==> src/hw/flash_lock_defs.svh <==
/*
 * Offsets, field positions, reset values and timing counts of the flash
 * protection and non-volatile configuration block.
 * Assumes a 200 MHz system clock and a byte-addressed APB with 32-bit data.
 */
`ifndef FLASH_LOCK_DEFS_SVH
`define FLASH_LOCK_DEFS_SVH

// Register byte offsets.
`define ADDR_CMD          8'h00
`define ADDR_STATUS       8'h04
`define ADDR_LOCK         8'h08
`define ADDR_NVBITS       8'h0C

// Command register fields.
`define CMD_CODE_LSB      0
`define CMD_CODE_W        4
`define CMD_ARG_LSB       8

// Status register bit positions.
`define STAT_BUSY         0
`define STAT_DONE         1
`define STAT_LOCKERR      2
`define STAT_CMDERR       3
`define STAT_SECURE       4
`define STAT_FFPMODE      5
`define STAT_ERASEPIN     6

// Non-volatile bit register field: calibration byte position.
`define NVREG_CALIB_LSB   8

// Flash geometry of the dual-plane variant.
`define PAGE_W            11
`define REGION_W          5
`define NUM_REGIONS       32
`define PAGES_PER_REGION  11'h040
`define PAGE_BYTES        256
`define PLANE_BIT         10

// General-purpose non-volatile bits and their indices.
`define NUM_GPNV          3
`define GPNV_IDX_MAX      11'h002
`define NVB_BOD_EN        0
`define NVB_BOD_RST       1
`define NVB_BOOT          2
`define CALIB_W           8

// Reset values of the non-volatile state (erased state).
`define LOCK_RST          32'h0000_0000
`define GPNV_RST          3'h0
`define SECURE_RST        1'b0
`define CALIB_DEFAULT     8'hA5

// Timing: clock rate, printed times and derived cycle counts.
`define CNT_W             26
`define CLK_MHZ           200
`define PROG_TIME_US      6000
`define FULL_ERASE_US     15000
`define ERASE_PIN_MS      220
`define PROG_CYCLES       (`PROG_TIME_US * `CLK_MHZ)
`define FULL_ERASE_CYCLES (`FULL_ERASE_US * `CLK_MHZ)
`define ERASE_HOLD_CYCLES (`ERASE_PIN_MS * 1000 * `CLK_MHZ)

`endif

==> src/hw/flash_lock_pkg.sv <==
/*
 * Types shared by the flash protection block: command codes and the
 * states of the command engine.
 * Assumes nothing of its surroundings.
 */
package flash_lock_pkg;

    // Commands accepted from software and from the fast programming port.
    typedef enum logic [3:0] {
        CMD_NONE       = 4'h0,
        CMD_PROG_PAGE  = 4'h1,
        CMD_ERASE_PAGE = 4'h2,
        CMD_FULL_ERASE = 4'h3,
        CMD_SET_LOCK   = 4'h4,
        CMD_CLR_LOCK   = 4'h5,
        CMD_SET_NVB    = 4'h6,
        CMD_CLR_NVB    = 4'h7,
        CMD_SET_SECURE = 4'h8
    } flash_cmd_t;

    // Command engine states.
    typedef enum logic [1:0] {
        ENG_IDLE      = 2'b00,
        ENG_RUN       = 2'b01,
        ENG_PIN_ERASE = 2'b10
    } engine_state_t;

endpackage

==> src/hw/sync_2ff.sv <==
/*
 * Two flip-flop synchroniser for asynchronous level inputs.
 * Assumes the inputs change slowly compared to the clock.
 */
`timescale 1ns/10ps
module sync_2ff #(
    parameter int W = 1
) (
    // Clock and reset.
    input  wire logic         clk,
    input  wire logic         rst_n,
    // Asynchronous level in, synchronised level out.
    input  wire logic [W-1:0] d,
    output logic      [W-1:0] q
);

    logic [W-1:0] meta_reg;   // First stage, read only by the second.

    // Both stages clear under reset.
    always_ff @(posedge clk or negedge rst_n) begin
        if (!rst_n) begin
            meta_reg <= '0;
            q        <= '0;
        end else begin
            meta_reg <= d;
            q        <= meta_reg;
        end
    end

endmodule // sync_2ff

==> src/hw/erase_pin_filter.sv <==
/*
 * Qualifies the erase pin: a one-cycle pulse is given once the pin has
 * stood high for the full hold time without a break.
 * Assumes the pin level is already synchronised to clk.
 */
`timescale 1ns/10ps
`include "flash_lock_defs.svh"
module erase_pin_filter #(
    parameter int unsigned HOLD_CYCLES = `ERASE_HOLD_CYCLES
) (
    // Clock and reset.
    input  wire logic clk,
    input  wire logic rst_n,
    // Synchronised pin level and qualified event.
    input  wire logic pinLevel,
    output logic      qualifyPulse
);

    logic [`CNT_W-1:0] count_reg;     // Cycles the pin has been high.
    logic [`CNT_W-1:0] count_next;
    logic              fired_reg;     // Set after the pulse, until release.
    logic              fired_next;
    logic              pulse_next;

    // Count while high; a short press never reaches the threshold.
    always_comb begin
        count_next = count_reg;
        fired_next = fired_reg;
        pulse_next = 1'b0;
        if (!pinLevel) begin
            count_next = '0;
            fired_next = 1'b0;
        end else if (!fired_reg) begin
            if (count_reg == `CNT_W'(HOLD_CYCLES - 1)) begin
                pulse_next = 1'b1;
                fired_next = 1'b1;
            end else begin
                count_next = count_reg + `CNT_W'(1);
            end
        end
    end

    // Registers the counter and the pulse.
    always_ff @(posedge clk or negedge rst_n) begin
        if (!rst_n) begin
            count_reg    <= '0;
            fired_reg    <= 1'b0;
            qualifyPulse <= 1'b0;
        end else begin
            count_reg    <= count_next;
            fired_reg    <= fired_next;
            qualifyPulse <= pulse_next;
        end
    end

endmodule // erase_pin_filter

==> src/hw/flash_lock_ctrl.sv <==
/*
 * Flash protection and non-volatile configuration: lock bits for 32
 * regions, security bit, general-purpose non-volatile bits, calibration
 * bits, erase pin handling and fast programming mode entry, with an APB
 * register slave and a fast programming command port.
 * Assumes the erase, test and port A pins are asynchronous, and that the
 * fast programming decoder, debug port and CPU read path run on clk.
 */
`timescale 1ns/10ps
`include "flash_lock_defs.svh"

module flash_lock_ctrl #(
    parameter int unsigned PROG_CYCLES       = `PROG_CYCLES,
    parameter int unsigned FULL_ERASE_CYCLES = `FULL_ERASE_CYCLES,
    parameter int unsigned ERASE_HOLD_CYCLES = `ERASE_HOLD_CYCLES,
    parameter logic [`CALIB_W-1:0] CALIB_VALUE = `CALIB_DEFAULT
) (
    // Clock and reset.
    input  wire logic                     clk,
    input  wire logic                     rst_n,
    // APB slave.
    input  wire logic                     psel,
    input  wire logic                     penable,
    input  wire logic                     pwrite,
    input  wire logic [7:0]               paddr,
    input  wire logic [31:0]              pwdata,
    output logic      [31:0]              prdata,
    output logic                          pready,
    output logic                          pslverr,
    // Asynchronous pins.
    input  wire logic                     erasePin,
    input  wire logic                     testModePin,
    input  wire logic                     portALine0,
    input  wire logic                     portALine1,
    // Fast programming port commands and reads.
    input  wire logic                     ffpCmdValid,
    input  wire flash_lock_pkg::flash_cmd_t ffpCmdCode,
    input  wire logic [`PAGE_W-1:0]       ffpCmdArg,
    output logic                          ffpCmdReady,
    output logic                          ffpCmdRefused,
    input  wire logic                     ffpReadReq,
    output logic                          ffpReadGrant,
    // Debug port and CPU flash reads.
    input  wire logic                     debugReadReq,
    output logic                          debugReadGrant,
    input  wire logic                     cpuReadReq,
    input  wire logic                     cpuReadPlane,
    output logic                          cpuReadGrant,
    // Status and configuration outputs.
    output logic                          lockAbortEvent,
    output logic                          cmdDoneEvent,
    output logic      [1:0]               planeBusy,
    output logic                          securityActive,
    output logic                          ffpModeActive,
    output logic                          brownoutDetectorEnable,
    output logic                          brownoutResetEnable,
    output logic                          bootFromFlash,
    output logic      [`CALIB_W-1:0]      calibBits
);
    import flash_lock_pkg::*;

    // Page number to lock region index.
    function automatic logic [`REGION_W-1:0] regionOf(
        input logic [`PAGE_W-1:0] page);
        logic [`PAGE_W-1:0] quot;
        quot = page / `PAGES_PER_REGION;
        return quot[`REGION_W-1:0];
    endfunction

    // Page number to the mask of the plane that holds it.
    function automatic logic [1:0] planeOf(input logic [`PAGE_W-1:0] page);
        return page[`PLANE_BIT] ? 2'b10 : 2'b01;
    endfunction

    // Synchronised pins and erase pin qualification.
    logic [3:0] pinSync;          // Erase, test, line 0, line 1.
    logic       eraseQualified;   // One-cycle pulse after the hold time.

    sync_2ff #(.W(4)) u_pin_sync (
        .clk   (clk),
        .rst_n (rst_n),
        .d     ({erasePin, testModePin, portALine0, portALine1}),
        .q     (pinSync)
    );

    erase_pin_filter #(.HOLD_CYCLES(ERASE_HOLD_CYCLES)) u_erase_filter (
        .clk          (clk),
        .rst_n        (rst_n),
        .pinLevel     (pinSync[3]),
        .qualifyPulse (eraseQualified)
    );

    // Engine and non-volatile state.
    engine_state_t             state_reg,    state_next;
    logic [`CNT_W-1:0]         count_reg,    count_next;
    logic [1:0]                busy_reg,     busy_next;
    logic [`NUM_REGIONS-1:0]   lock_reg,     lock_next;
    logic [`NUM_GPNV-1:0]      gpnv_reg,     gpnv_next;
    logic                      secure_reg,   secure_next;
    // Sticky status flags and event pulses.
    logic                      done_reg,     done_next;
    logic                      lockErr_reg,  lockErr_next;
    logic                      cmdErr_reg,   cmdErr_next;
    logic                      abort_next,   donePulse_next;
    // Port outputs that are computed each cycle.
    logic                      ffpReady_next, ffpRefused_next;
    logic                      ffpGrant_next, dbgGrant_next, cpuGrant_next;
    logic                      ffpMode_next;
    logic [31:0]               prdata_next;
    logic                      pready_next,  pslverr_next;
    // Command selection.
    logic                      apbAccess, apbWrite, apbCmd, ffpTake;
    logic                      selValid, unmapped;
    flash_cmd_t                selCode;
    logic [`PAGE_W-1:0]        selArg;
    logic [`REGION_W-1:0]      selRegion;

    // APB decode: an access completes when pready stands high.
    always_comb begin
        apbAccess = psel && penable && pready;
        apbWrite  = apbAccess && pwrite;
        apbCmd    = apbWrite && (paddr == `ADDR_CMD);
        ffpTake   = ffpCmdValid && ffpCmdReady;
        unmapped  = (paddr != `ADDR_CMD) && (paddr != `ADDR_STATUS) &&
                    (paddr != `ADDR_LOCK) && (paddr != `ADDR_NVBITS);
        selValid  = ffpTake || apbCmd;
        selCode   = ffpTake ? ffpCmdCode :
                    flash_cmd_t'(pwdata[`CMD_CODE_LSB +: `CMD_CODE_W]);
        selArg    = ffpTake ? ffpCmdArg : pwdata[`CMD_ARG_LSB +: `PAGE_W];
        selRegion = regionOf(selArg);
    end

    // Command engine, lock bits, security and non-volatile bits.
    always_comb begin
        state_next     = state_reg;
        count_next     = count_reg;
        busy_next      = busy_reg;
        lock_next      = lock_reg;
        gpnv_next      = gpnv_reg;
        secure_next    = secure_reg;
        abort_next     = 1'b0;
        donePulse_next = 1'b0;
        lockErr_next   = lockErr_reg;
        cmdErr_next    = cmdErr_reg;
        done_next      = done_reg;
        // Software clears sticky flags by writing ones; a set wins below.
        if (apbWrite && (paddr == `ADDR_STATUS)) begin
            done_next    = done_reg    & ~pwdata[`STAT_DONE];
            lockErr_next = lockErr_reg & ~pwdata[`STAT_LOCKERR];
            cmdErr_next  = cmdErr_reg  & ~pwdata[`STAT_CMDERR];
        end
        // Timed operations count down to completion.
        case (state_reg)
            ENG_IDLE: begin
                count_next = count_reg;
            end
            ENG_RUN, ENG_PIN_ERASE: begin
                if (count_reg == '0) begin
                    if (state_reg == ENG_PIN_ERASE) begin
                        secure_next = 1'b0;
                    end
                    state_next     = ENG_IDLE;
                    busy_next      = 2'b00;
                    done_next      = 1'b1;
                    donePulse_next = 1'b1;
                end else begin
                    count_next = count_reg - `CNT_W'(1);
                end
            end
            default: begin
                state_next = ENG_IDLE;
                busy_next  = 2'b00;
            end
        endcase
        // A command while busy, or two at once, is refused.
        if (selValid && (state_reg != ENG_IDLE || (ffpTake && apbCmd))) begin
            cmdErr_next = 1'b1;
        end else if (selValid) begin
            case (selCode)
                CMD_PROG_PAGE, CMD_ERASE_PAGE: begin
                    if (lock_reg[selRegion]) begin
                        abort_next   = 1'b1;
                        lockErr_next = 1'b1;
                    end else begin
                        state_next = ENG_RUN;
                        count_next = `CNT_W'(PROG_CYCLES - 1);
                        busy_next  = planeOf(selArg);
                    end
                end
                CMD_FULL_ERASE: begin
                    if (|lock_reg) begin
                        abort_next   = 1'b1;
                        lockErr_next = 1'b1;
                    end else begin
                        state_next = ENG_RUN;
                        count_next = `CNT_W'(FULL_ERASE_CYCLES - 1);
                        busy_next  = 2'b11;
                    end
                end
                CMD_SET_LOCK, CMD_CLR_LOCK: begin
                    lock_next[selRegion] = (selCode == CMD_SET_LOCK);
                    done_next            = 1'b1;
                    donePulse_next       = 1'b1;
                end
                CMD_SET_NVB, CMD_CLR_NVB: begin
                    if (selArg > `GPNV_IDX_MAX) begin
                        cmdErr_next = 1'b1;
                    end else begin
                        gpnv_next[selArg[1:0]] = (selCode == CMD_SET_NVB);
                        done_next              = 1'b1;
                        donePulse_next         = 1'b1;
                    end
                end
                CMD_SET_SECURE: begin
                    secure_next    = 1'b1;
                    done_next      = 1'b1;
                    donePulse_next = 1'b1;
                end
                default: begin
                    cmdErr_next = 1'b1;
                end
            endcase
        end
        // A qualified erase pin overrides the engine, lock and non-volatile bits and erases the flash.
        if (eraseQualified) begin
            lock_next  = `LOCK_RST;
            gpnv_next  = `GPNV_RST;
            state_next = ENG_PIN_ERASE;
            count_next = `CNT_W'(FULL_ERASE_CYCLES - 1);
            busy_next  = 2'b11;
        end
    end

    // Access grants, fast mode and APB answer.
    always_comb begin
        ffpMode_next    = pinSync[2] && pinSync[1] && pinSync[0];
        dbgGrant_next   = debugReadReq && !secure_reg;
        ffpGrant_next   = ffpReadReq && ffpModeActive && !secure_reg;
        ffpRefused_next = (ffpCmdValid || ffpReadReq) && ffpModeActive &&
                          secure_reg;
        cpuGrant_next   = cpuReadReq && !busy_reg[cpuReadPlane];
        ffpReady_next   = (state_next == ENG_IDLE) && ffpMode_next &&
                          !secure_next && !ffpTake && !apbCmd;
        // One wait state: pready rises in the second access cycle.
        pready_next     = psel && penable && !pready;
        pslverr_next    = pready_next && unmapped;
        prdata_next     = prdata;
        if (pready_next && !pwrite) begin
            prdata_next = 32'h0000_0000;
            case (paddr)
                `ADDR_STATUS: begin
                    prdata_next[`STAT_BUSY]     = (state_reg != ENG_IDLE);
                    prdata_next[`STAT_DONE]     = done_reg;
                    prdata_next[`STAT_LOCKERR]  = lockErr_reg;
                    prdata_next[`STAT_CMDERR]   = cmdErr_reg;
                    prdata_next[`STAT_SECURE]   = secure_reg;
                    prdata_next[`STAT_FFPMODE]  = ffpModeActive;
                    prdata_next[`STAT_ERASEPIN] = pinSync[3];
                end
                `ADDR_LOCK: prdata_next = lock_reg;
                `ADDR_NVBITS: begin
                    prdata_next[`NUM_GPNV-1:0] = gpnv_reg;
                    prdata_next[`NVREG_CALIB_LSB +: `CALIB_W] = CALIB_VALUE;
                end
                default: prdata_next = 32'h0000_0000;
            endcase
        end
    end

    // Registers all state and the event, grant, mode and APB outputs.
    always_ff @(posedge clk or negedge rst_n) begin
        if (!rst_n) begin
            state_reg       <= ENG_IDLE;
            count_reg       <= '0;
            busy_reg        <= 2'b00;
            lock_reg        <= `LOCK_RST;
            gpnv_reg        <= `GPNV_RST;
            secure_reg      <= `SECURE_RST;
            done_reg        <= 1'b0;
            lockErr_reg     <= 1'b0;
            cmdErr_reg      <= 1'b0;
            lockAbortEvent  <= 1'b0;
            cmdDoneEvent    <= 1'b0;
            ffpCmdReady     <= 1'b0;
            ffpCmdRefused   <= 1'b0;
            ffpReadGrant    <= 1'b0;
            debugReadGrant  <= 1'b0;
            cpuReadGrant    <= 1'b0;
            ffpModeActive   <= 1'b0;
            prdata          <= 32'h0000_0000;
            pready          <= 1'b0;
            pslverr         <= 1'b0;
        end else begin
            state_reg       <= state_next;
            count_reg       <= count_next;
            busy_reg        <= busy_next;
            lock_reg        <= lock_next;
            gpnv_reg        <= gpnv_next;
            secure_reg      <= secure_next;
            done_reg        <= done_next;
            lockErr_reg     <= lockErr_next;
            cmdErr_reg      <= cmdErr_next;
            lockAbortEvent  <= abort_next;
            cmdDoneEvent    <= donePulse_next;
            ffpCmdReady     <= ffpReady_next;
            ffpCmdRefused   <= ffpRefused_next;
            ffpReadGrant    <= ffpGrant_next;
            debugReadGrant  <= dbgGrant_next;
            cpuReadGrant    <= cpuGrant_next;
            ffpModeActive   <= ffpMode_next;
            prdata          <= prdata_next;
            pready          <= pready_next;
            pslverr         <= pslverr_next;
        end
    end

    // Configuration outputs taken straight from the state flops; calibration bits from CALIB_VALUE.
    // bit meanings
    assign brownoutDetectorEnable = gpnv_reg[`NVB_BOD_EN];
    assign brownoutResetEnable    = gpnv_reg[`NVB_BOD_RST];
    assign bootFromFlash          = gpnv_reg[`NVB_BOOT];
    assign securityActive         = secure_reg;
    assign planeBusy              = busy_reg;
    assign calibBits              = CALIB_VALUE;

endmodule // flash_lock_ctrl

==> config.mk <==
export PLATFORM = sky130hd
export DESIGN_NAME = flash_lock_ctrl
export DESIGN_NICKNAME = d
export VERILOG_FILES = /design/src/hw/flash_lock_pkg.sv /design/src/hw/sync_2ff.sv /design/src/hw/erase_pin_filter.sv /design/src/hw/flash_lock_ctrl.sv
export VERILOG_INCLUDE_DIRS = /design/src /design/src/hw
export SDC_FILE = /design/constraint.sdc
export NUM_CORES = 1
export LEC_CHECK = 0
export ABC_AREA = 1
export BUFFER_PORTS_ARGS = -buffer_cell sky130_fd_sc_hd__buf_4
export CAP_MARGIN = 20
export CORE_UTILIZATION = 40
export CTS_BUF_LIST = sky130_fd_sc_hd__clkbuf_16
export DETAILED_ROUTE_END_ITERATION = 12
export SYNTH_ARGS = -nofsm -noshare
export SYNTH_HDL_FRONTEND = slang
export SYNTH_SLANG_ARGS = --single-unit
==> constraint.sdc <==
create_clock -name clk -period 2.56 [get_ports clk]
set_clock_uncertainty 0.1 [all_clocks]
set_input_delay 0.256 -clock clk [delete_from_list [all_inputs] [get_ports clk]]
set_output_delay 0.256 -clock clk [all_outputs]
set_load 0.1 [all_outputs]
### Word-level counts from Yosys, hierarchy flattened

Cells that the tools add are included.

| cells by class | value |
|---|---|
| add/subtract/negate cells | 2 |
| multipliers | 0 |
| div/mod/pow operators | 0 |
| $lt $le $gt $ge | 6 |
| equality and inequality tests | 21 |
| shift operators | 0 |
| mux-type cells | 94 |
| bitwise operators | 6 |
| reductions and logical operators | 57 |

Operators by type and width:

| operator | number |
|---|---|
| 2-to-1 mux 26 bit | 10 |
| 2-to-1 mux 32 bit | 4 |
| one-hot mux 26 bit (2 select lines) | 1 |
| 2-to-1 mux 1 bit | 41 |
| bitwise mux 32 bit | 1 |
| OR reduction 32 bit | 1 |
| logical AND 1 bit | 28 |
| adder 26 x 1 -> 26 bit, second input constant | 1 |
| == test 26 bit, second input constant | 1 |
| logical NOT 26 bit | 1 |
| 2-to-1 mux 2 bit | 13 |
| subtractor 26 x 1 -> 26 bit, second input constant | 1 |
| == test 4 x 3 -> 1 bit, second input constant | 4 |
| == test 8 x 4 -> 1 bit, second input constant | 2 |
| 2-to-1 mux 16 bit | 1 |
| != test 8 x 4 -> 1 bit, second input constant | 2 |
| one-hot mux 2 bit (2 select lines) | 4 |
| one-hot mux 8 bit (2 select lines) | 1 |
| 2-to-1 mux 3 bit | 5 |
| greater-than comparator 11 x 2 -> 1 bit, second input constant | 1 |
| 2-to-1 mux 11 bit | 1 |
| one-hot mux 1 bit (2 select lines) | 5 |
| one-hot mux 3 bit (3 select lines) | 1 |
| == test 4 x 2 -> 1 bit, second input constant | 2 |
| 33 further kinds | 54 |

| storage, ports and cells | value |
|---|---|
| register bits | 147 |
| latch bits | 0 |
| bits in writable memories | 0 |
| bits in read-only memories | 0 |
| input port bits | 69 |
| output and inout bits | 56 |
| word-level logic and storage cells | 211 |
| memories kept | 0 |

### Longest topological paths before layout

| depth | value |
|---|---|
| depth in word-level cells | 14 |
| mapped depth | 17 |
| mapped depth without buffers | 16 |

### Modules after synthesis

A second synthesis with hierarchy kept.

| second synthesis, totals | value |
|---|---|
| cell total of the unflattened synthesis | 1,191 |
| area, all modules | 8,582.0 um^2 |

Modules (own cells, without submodules):

| module | instances | cells each | area an instance (um^2) | seq. area each (um^2) |
|---|---|---|---|---|
| flash_lock_ctrl | 1 | 892 | 6,493.7 | 2,777.7 |
| erase_pin_filter | 1 | 291 | 1,888.1 | 700.7 |
| sync_2ff | 1 | 8 | 200.2 | 200.2 |

### Least setup slack after synthesis

Ideal clock, no wire load.

| path | value |
|---|---|
| kind | register -> register |
| from | reg ffpCmdReady |
| to | reg count_reg[15] |
| library setup time | 130 ps |
| data arrival time | 2,449 ps |
| required time | 2,330 ps |
| slack | -119 ps |
| stages on the path, launching flop included | 13 |
| buffers on the path | 3 |
| period minus slack after synthesis | 2,679 ps |
| cells stage by stage | dfrtp_1 nand2_2 buf_6 buf_6 o21ai_2 inv_2 nor2_4 nand2_2 nor2_2 nand3_4 buf_6 o21ai_1 nand2_1 |

| between the ends | value |
|---|---|
| cells in the longest elaborated chain, start to end | 9 |
| elaborated cells on any way between the ends | 18 |
| classes of those cells | eq/ne: 3; mux: 9; reduce/logical: 6 |

RTL lines:

| what | RTL line | text |
|---|---|---|
| from (decl) | flash_lock_ctrl.sv:39 | `output logic ffpCmdReady,` |
| from (signal assigned) | flash_lock_ctrl.sv:305 | `ffpCmdReady <= ffpReady_next;` |
| logical AND 1 bit (*) | flash_lock_ctrl.sv:123 | `ffpTake = ffpCmdValid && ffpCmdReady;` |
| 2-to-1 mux 11 bit | flash_lock_ctrl.sv:129 | `` selArg = ffpTake ? ffpCmdArg : pwdata[`CMD_ARG_LSB +: `PAGE_W]; `` |
| binary-select mux 1 bit (select 5 bit) | flash_lock_ctrl.sv:181 | `if (lock_reg[selRegion]) begin` |
| 2-to-1 mux 1 bit (implied by the code) | flash_lock_ctrl.sv:181 |  |
| 2-to-1 mux 26 bit | flash_lock_ctrl.sv:181 |  |
| one-hot mux 26 bit (2 select lines) | flash_lock_ctrl.sv:179 | `case (selCode)` |
| 2-to-1 mux 26 bit | flash_lock_ctrl.sv:178 | `end else if (selValid) begin` |
| 2-to-1 mux 26 bit (*) | flash_lock_ctrl.sv:176 | `if (selValid && (state_reg != ENG_IDLE \|\| (ffpTake && apbCmd))) begin` |
| 2-to-1 mux 26 bit (*) | flash_lock_ctrl.sv:225 | `if (eraseQualified) begin` |
| named net count_next[15] | flash_lock_ctrl.sv:95 | `` logic [`CNT_W-1:0] count_reg, count_next; `` |
| to (signal assigned) | flash_lock_ctrl.sv:295 | `count_reg <= count_next;` |
| to (decl) | flash_lock_ctrl.sv:95 |  |

Mark *: on every way through the listed nets, which the timed path passes. The rest lies on a longest branch. The select of a mux whose other input is x is not followed.
A chain may end at the register's enable or synchronous reset.

### Final worst setup path

| path | value |
|---|---|
| from | reg ffpCmdReady |
| to | reg lock_reg[9] |

| between the ends | value |
|---|---|
| cells in the longest elaborated chain, start to end | 11 |
| elaborated cells on any way between the ends | 24 |
| classes of those cells | order compare: 2; eq/ne: 3; mux: 9; reduce/logical: 10 |

RTL lines:

| what | RTL line | text |
|---|---|---|
| logical AND 1 bit (*) | flash_lock_ctrl.sv:123 |  |
| 2-to-1 mux 11 bit | flash_lock_ctrl.sv:129 |  |
| < comparator 5 x 6 -> 1 bit (implied by the code) / greater-or-equal comparator 5 x 1 -> 1 bit (equally long branches) | flash_lock_ctrl.sv:201 | `lock_next[selRegion] = (selCode == CMD_SET_LOCK);` |
| logical AND 1 bit (implied by the code) | flash_lock_ctrl.sv:201 |  |
| 2-to-1 mux 1 bit (implied by the code) | flash_lock_ctrl.sv:201 |  |
| demux 1 bit (select 5 bit) | flash_lock_ctrl.sv:201 |  |
| bitwise mux 32 bit | flash_lock_ctrl.sv:201 |  |
| 2-to-1 mux 32 bit | flash_lock_ctrl.sv:179 |  |
| 2-to-1 mux 32 bit | flash_lock_ctrl.sv:178 |  |
| 2-to-1 mux 32 bit | flash_lock_ctrl.sv:176 |  |
| 2-to-1 mux 32 bit | flash_lock_ctrl.sv:225 |  |
| to (signal assigned) | flash_lock_ctrl.sv:276 | `` lock_reg <= `LOCK_RST; `` |
| to (signal assigned) | flash_lock_ctrl.sv:297 | `lock_reg <= lock_next;` |
| to (decl) | flash_lock_ctrl.sv:97 | `` logic [`NUM_REGIONS-1:0] lock_reg, lock_next; `` |

Every way passes the cells marked *; elsewhere a longest branch is shown, timed or not. The select of a mux whose other input is x is not followed.

==> reports/metrics.yaml <==
sta:
  fin_tns_setup_ns: 0
  finalCritPeriodShare: 0.9264
  fmax_mhz: 421.6
  rsz0062_at_grt: "yes"
  finalMaxSlewViolations: 0
  tightestPinTransition_ns: 0.6963
  fin_crit_ns: 2.372
  slew_headroom: 0.5322
  setup_violations: 0
  final_hold_viol_count: 0
synthesis:
  synthFlopType: "dfrtp_1"
  ys_types: 48
  netlist_area_mm2: 0.008371
  netlist_instances: 1108
  synthArstFlopShare: 1.000
  yosysSeqAreaShare: 0.4395
  ys_ff_latch: 147
  synth_edf_count: 0
  yosys_warnings: 0
  syn-mean-instance-area_um2: 7.555
run_status:
  outcome: "complete, no violations"
global_route:
  grt_max_degree: 65
  grt_overflow: 0
  grt_pass1_wl_um: 38050
  grt_pass1_vias: 7234
  grt_antenna_before_repair: 0
  grt_usage: 0.2275
cts:
  htreeDepth: 4
  clk_path_buf_depth: 2
  cts_root_buffer: "clkbuf_16"
  cts_sinks: 147
  numCtsBuffers: 17
  clk_latency_ns: 0.44
  cts_tree: "done"
  clk_pin_slew_ns: 0.06
  cts_setup_buffers: 0
route:
  wl_met3_um: 1259
  highest_layer: "met4"
  drt_wl_total_um: 23510
  drt_iter0_drc: 563
  viasPerCell: 5.073
  vias: 7752
  wire_per_inst_um: 15.38
  met1_length_um: 11170
  drc_errors: 0
  antenna_left: 0
  first_pass_iters: 5
  met2WireLength_um: 10820
worst_setup_path:
  cp-end-kind: "flop"
  crit_chain: "nand2_4, buf_4, buf_4, nand2_1, o21ai_4, inv_2, nor2_4, nand2_4, nor2_4, nand2_1, a31o_1"
  slowest_delay_ns: 0.42
  setup.worst_path.start_class: "flop"
  cpMaxStageDelayCell: "dfrtp_2"
  crit_type: "reg2reg"
  cp_max_fo: 13
  cp.arrival_ns: 2.59
  required_ns: 2.78
flow_run:
  maxCapViolations: 0
power:
  leakagePower_nw: 4.758
  total_power_mw: 5.187
  p_per_area_mw_per_mm2: 504.4
  irDropWorstVdd_mv: 0.3776
floorplan:
  die_h_um: 146.7
  row_count: 52
  top_level_ports: 125
  start_util: 0.4110
  die_area_mm2: 0.02151
  placeableCoreArea_mm2: 0.02036
  die_width_um: 146.7
placement:
  place_area_mm2: 0.009632
  place_congestion: 0.8804
  numPortBuffers: 99
  dp_hpwl_um: 17230
worst_hold_path:
  hold_class: "in2reg"
final_layout:
  design_area_mm2: 0.01028
  drive_above_1_share: 0.1828
  antennaDiodeCount: 0
  finalNetCount: 1319
  area_delta_synth_final_pct: 22.85
  fillers: 1997
-- stage by stage --
step | utilization | worst slack, ns | std cells | hold slack [ns]
after floorplan | - | 0.1169 | 1114 | -0.1396
after global placement | 0.4730 | 0.1376 | 1487 | 0.2029
after detailed placement | 0.4730 | 0.1094 | 1487 | 0.2027
after CTS | 0.5041 | 0.08926 | 1528 | 0.04480
after global routing | 0.5050 | -0.0007050 | 1528 | 0.06753
final | 0.5050 | 0.1883 | 1528 | 0.04490
-- repair_timing --
action,CTS,global route
endpoints found under the setup margin,0,25
gates resized for setup,0,5
hold endpoints to repair,69,0
hold buffers,9,0
-- synth_stat cells, types with 2 or more instances --
| library cell | number | area share |
|---|---|---|
| nor3_1 | 27 | 0.016 |
| buf_2 | 8 | 0.0048 |
| o21ai_2 | 4 | 0.0042 |
| clkbuf_1 | 17 | 0.0076 |
| ha_1 | 5 | 0.0075 |
| o21ai_1 | 5 | 0.0030 |
| o22ai_1 | 21 | 0.016 |
| o21ai_0 | 64 | 0.038 |
| nor2_1 | 117 | 0.052 |
| conb_1 | 2 | 0.00090 |
| a21oi_1 | 15 | 0.0090 |
| and3_1 | 2 | 0.0015 |
| mux2_2 | 3 | 0.0040 |
| o221ai_1 | 8 | 0.0084 |
| nand3_1 | 94 | 0.056 |
| dfrtp_1 | 147 | 0.44 |
| o21ai_4 | 2 | 0.0039 |
| nor2_2 | 8 | 0.0060 |
| nor4_1 | 4 | 0.0030 |
| o31ai_1 | 17 | 0.015 |
| a21oi_2 | 4 | 0.0042 |
| inv_1 | 142 | 0.064 |
| xnor2_1 | 14 | 0.015 |
| nand2_2 | 7 | 0.0052 |
| inv_2 | 6 | 0.0027 |
| buf_6 | 4 | 0.0054 |
| nand2_4 | 4 | 0.0054 |
| nand2_1 | 274 | 0.12 |
| o211a_1 | 2 | 0.0024 |
| nand4_1 | 26 | 0.019 |
| xor2_1 | 15 | 0.016 |
| buf_1 | 3 | 0.0013 |
| a31o_1 | 2 | 0.0021 |
| buf_4 | 8 | 0.0072 |
| a211oi_1 | 2 | 0.0018 |
| nor2_4 | 8 | 0.011 |
| or2_2 | 4 | 0.0030 |
| o211ai_1 | 3 | 0.0027 |
-- power breakdown --
| group | internal (mW) | switching [mW] |
|---|---|---|
| Sequential | 2.34 | 0.0116 |
| Combinational | 0.145 | 0.339 |
| Clock | 1.32 | 1.03 |
| Total | 3.81 | 1.38 |
-- cell usage in the layout, fill, tap and decap left out, types with 3 or more instances in the layout --
master,instances
ha_1,5
nor4_1,4
buf_4,139
clkbuf_16,17
o21ai_2,5
o221ai_1,8
or2_2,4
clkinv_2,3
clkinvlp_4,3
nand2_2,6
conb_1,8
xnor2_1,14
nor2_2,9
nand2_1,273
xor2_1,15
dlygate4sd3_1,9
o21ai_0,64
nand3_1,94
o22ai_1,21
o21ai_1,4
a21oi_2,4
o31ai_1,17
clkinv_4,3
nor3_1,26
inv_1,142
nand4_1,26
a21oi_1,15
inv_2,6
nand2_4,6
mux2_2,3
clkinv_1,5
nor2_4,8
buf_12,3
nor2_1,116
dfrtp_1,146
o211ai_1,3
-- worst paths after layout --
path                                   startpoint                           to  slack [ns]  cells past startpoint
hold / removal                            penable                       pready        0.04                      3
max in group asynchronous                   rst_n  u_erase_filter.qualifyPulse        1.40                      3
hold reg to reg            u_pin_sync.meta_reg[3]              u_pin_sync.q[3]        0.25                      0
setup reg to reg                      ffpCmdReady                  lock_reg[9]        0.19                     11
setup / recovery                      ffpCmdReady                  lock_reg[9]        0.19                     11
min in group asynchronous                   rst_n                 lock_reg[23]        0.29                      2
-- routing by layer --
metal	track usage	vias to the layer above
li1	-	3872
met1	0.3232	3654
met4	0.05104	0
met3	0.04656	25
met2	0.3555	201
met5	0	-
-- logic make-up after synthesis --
logic type | after synthesis | share of synthesized area
other cells | 2 | 0.0008972
mux | 3 | 0.004036
flops | 147 | 0.4395
buf+inv | 189 | 0.09312
fa+ha+maj | 5 | 0.007474
compound gates | 153 | 0.1154
xor+xnor | 29 | 0.03034
simple gates | 580 | 0.3093
-- worst max-delay path: cells and delay by family, from the launching register on --
kind	cells	cell delay (ns)
and+or+nand+nor	6	0.90
buffers and inverters	3	0.51
DFF	1	0.42
AOI/OAI and AO/OA	2	0.34
-- final cells by class --
type	count	area, um^2	area share
Tap cell	270	337.8	0.03285
Multi-Input combinational cell	778	3959	0.3850
Clock buffer	17	425.4	0.04137
Clock inverter	15	117.6	0.01144
Sequential cell	147	3680	0.3578
Timing Repair Buffer	152	1205	0.1172
Inverter	149	559.3	0.05439
(Power assumes the default switching activity.)
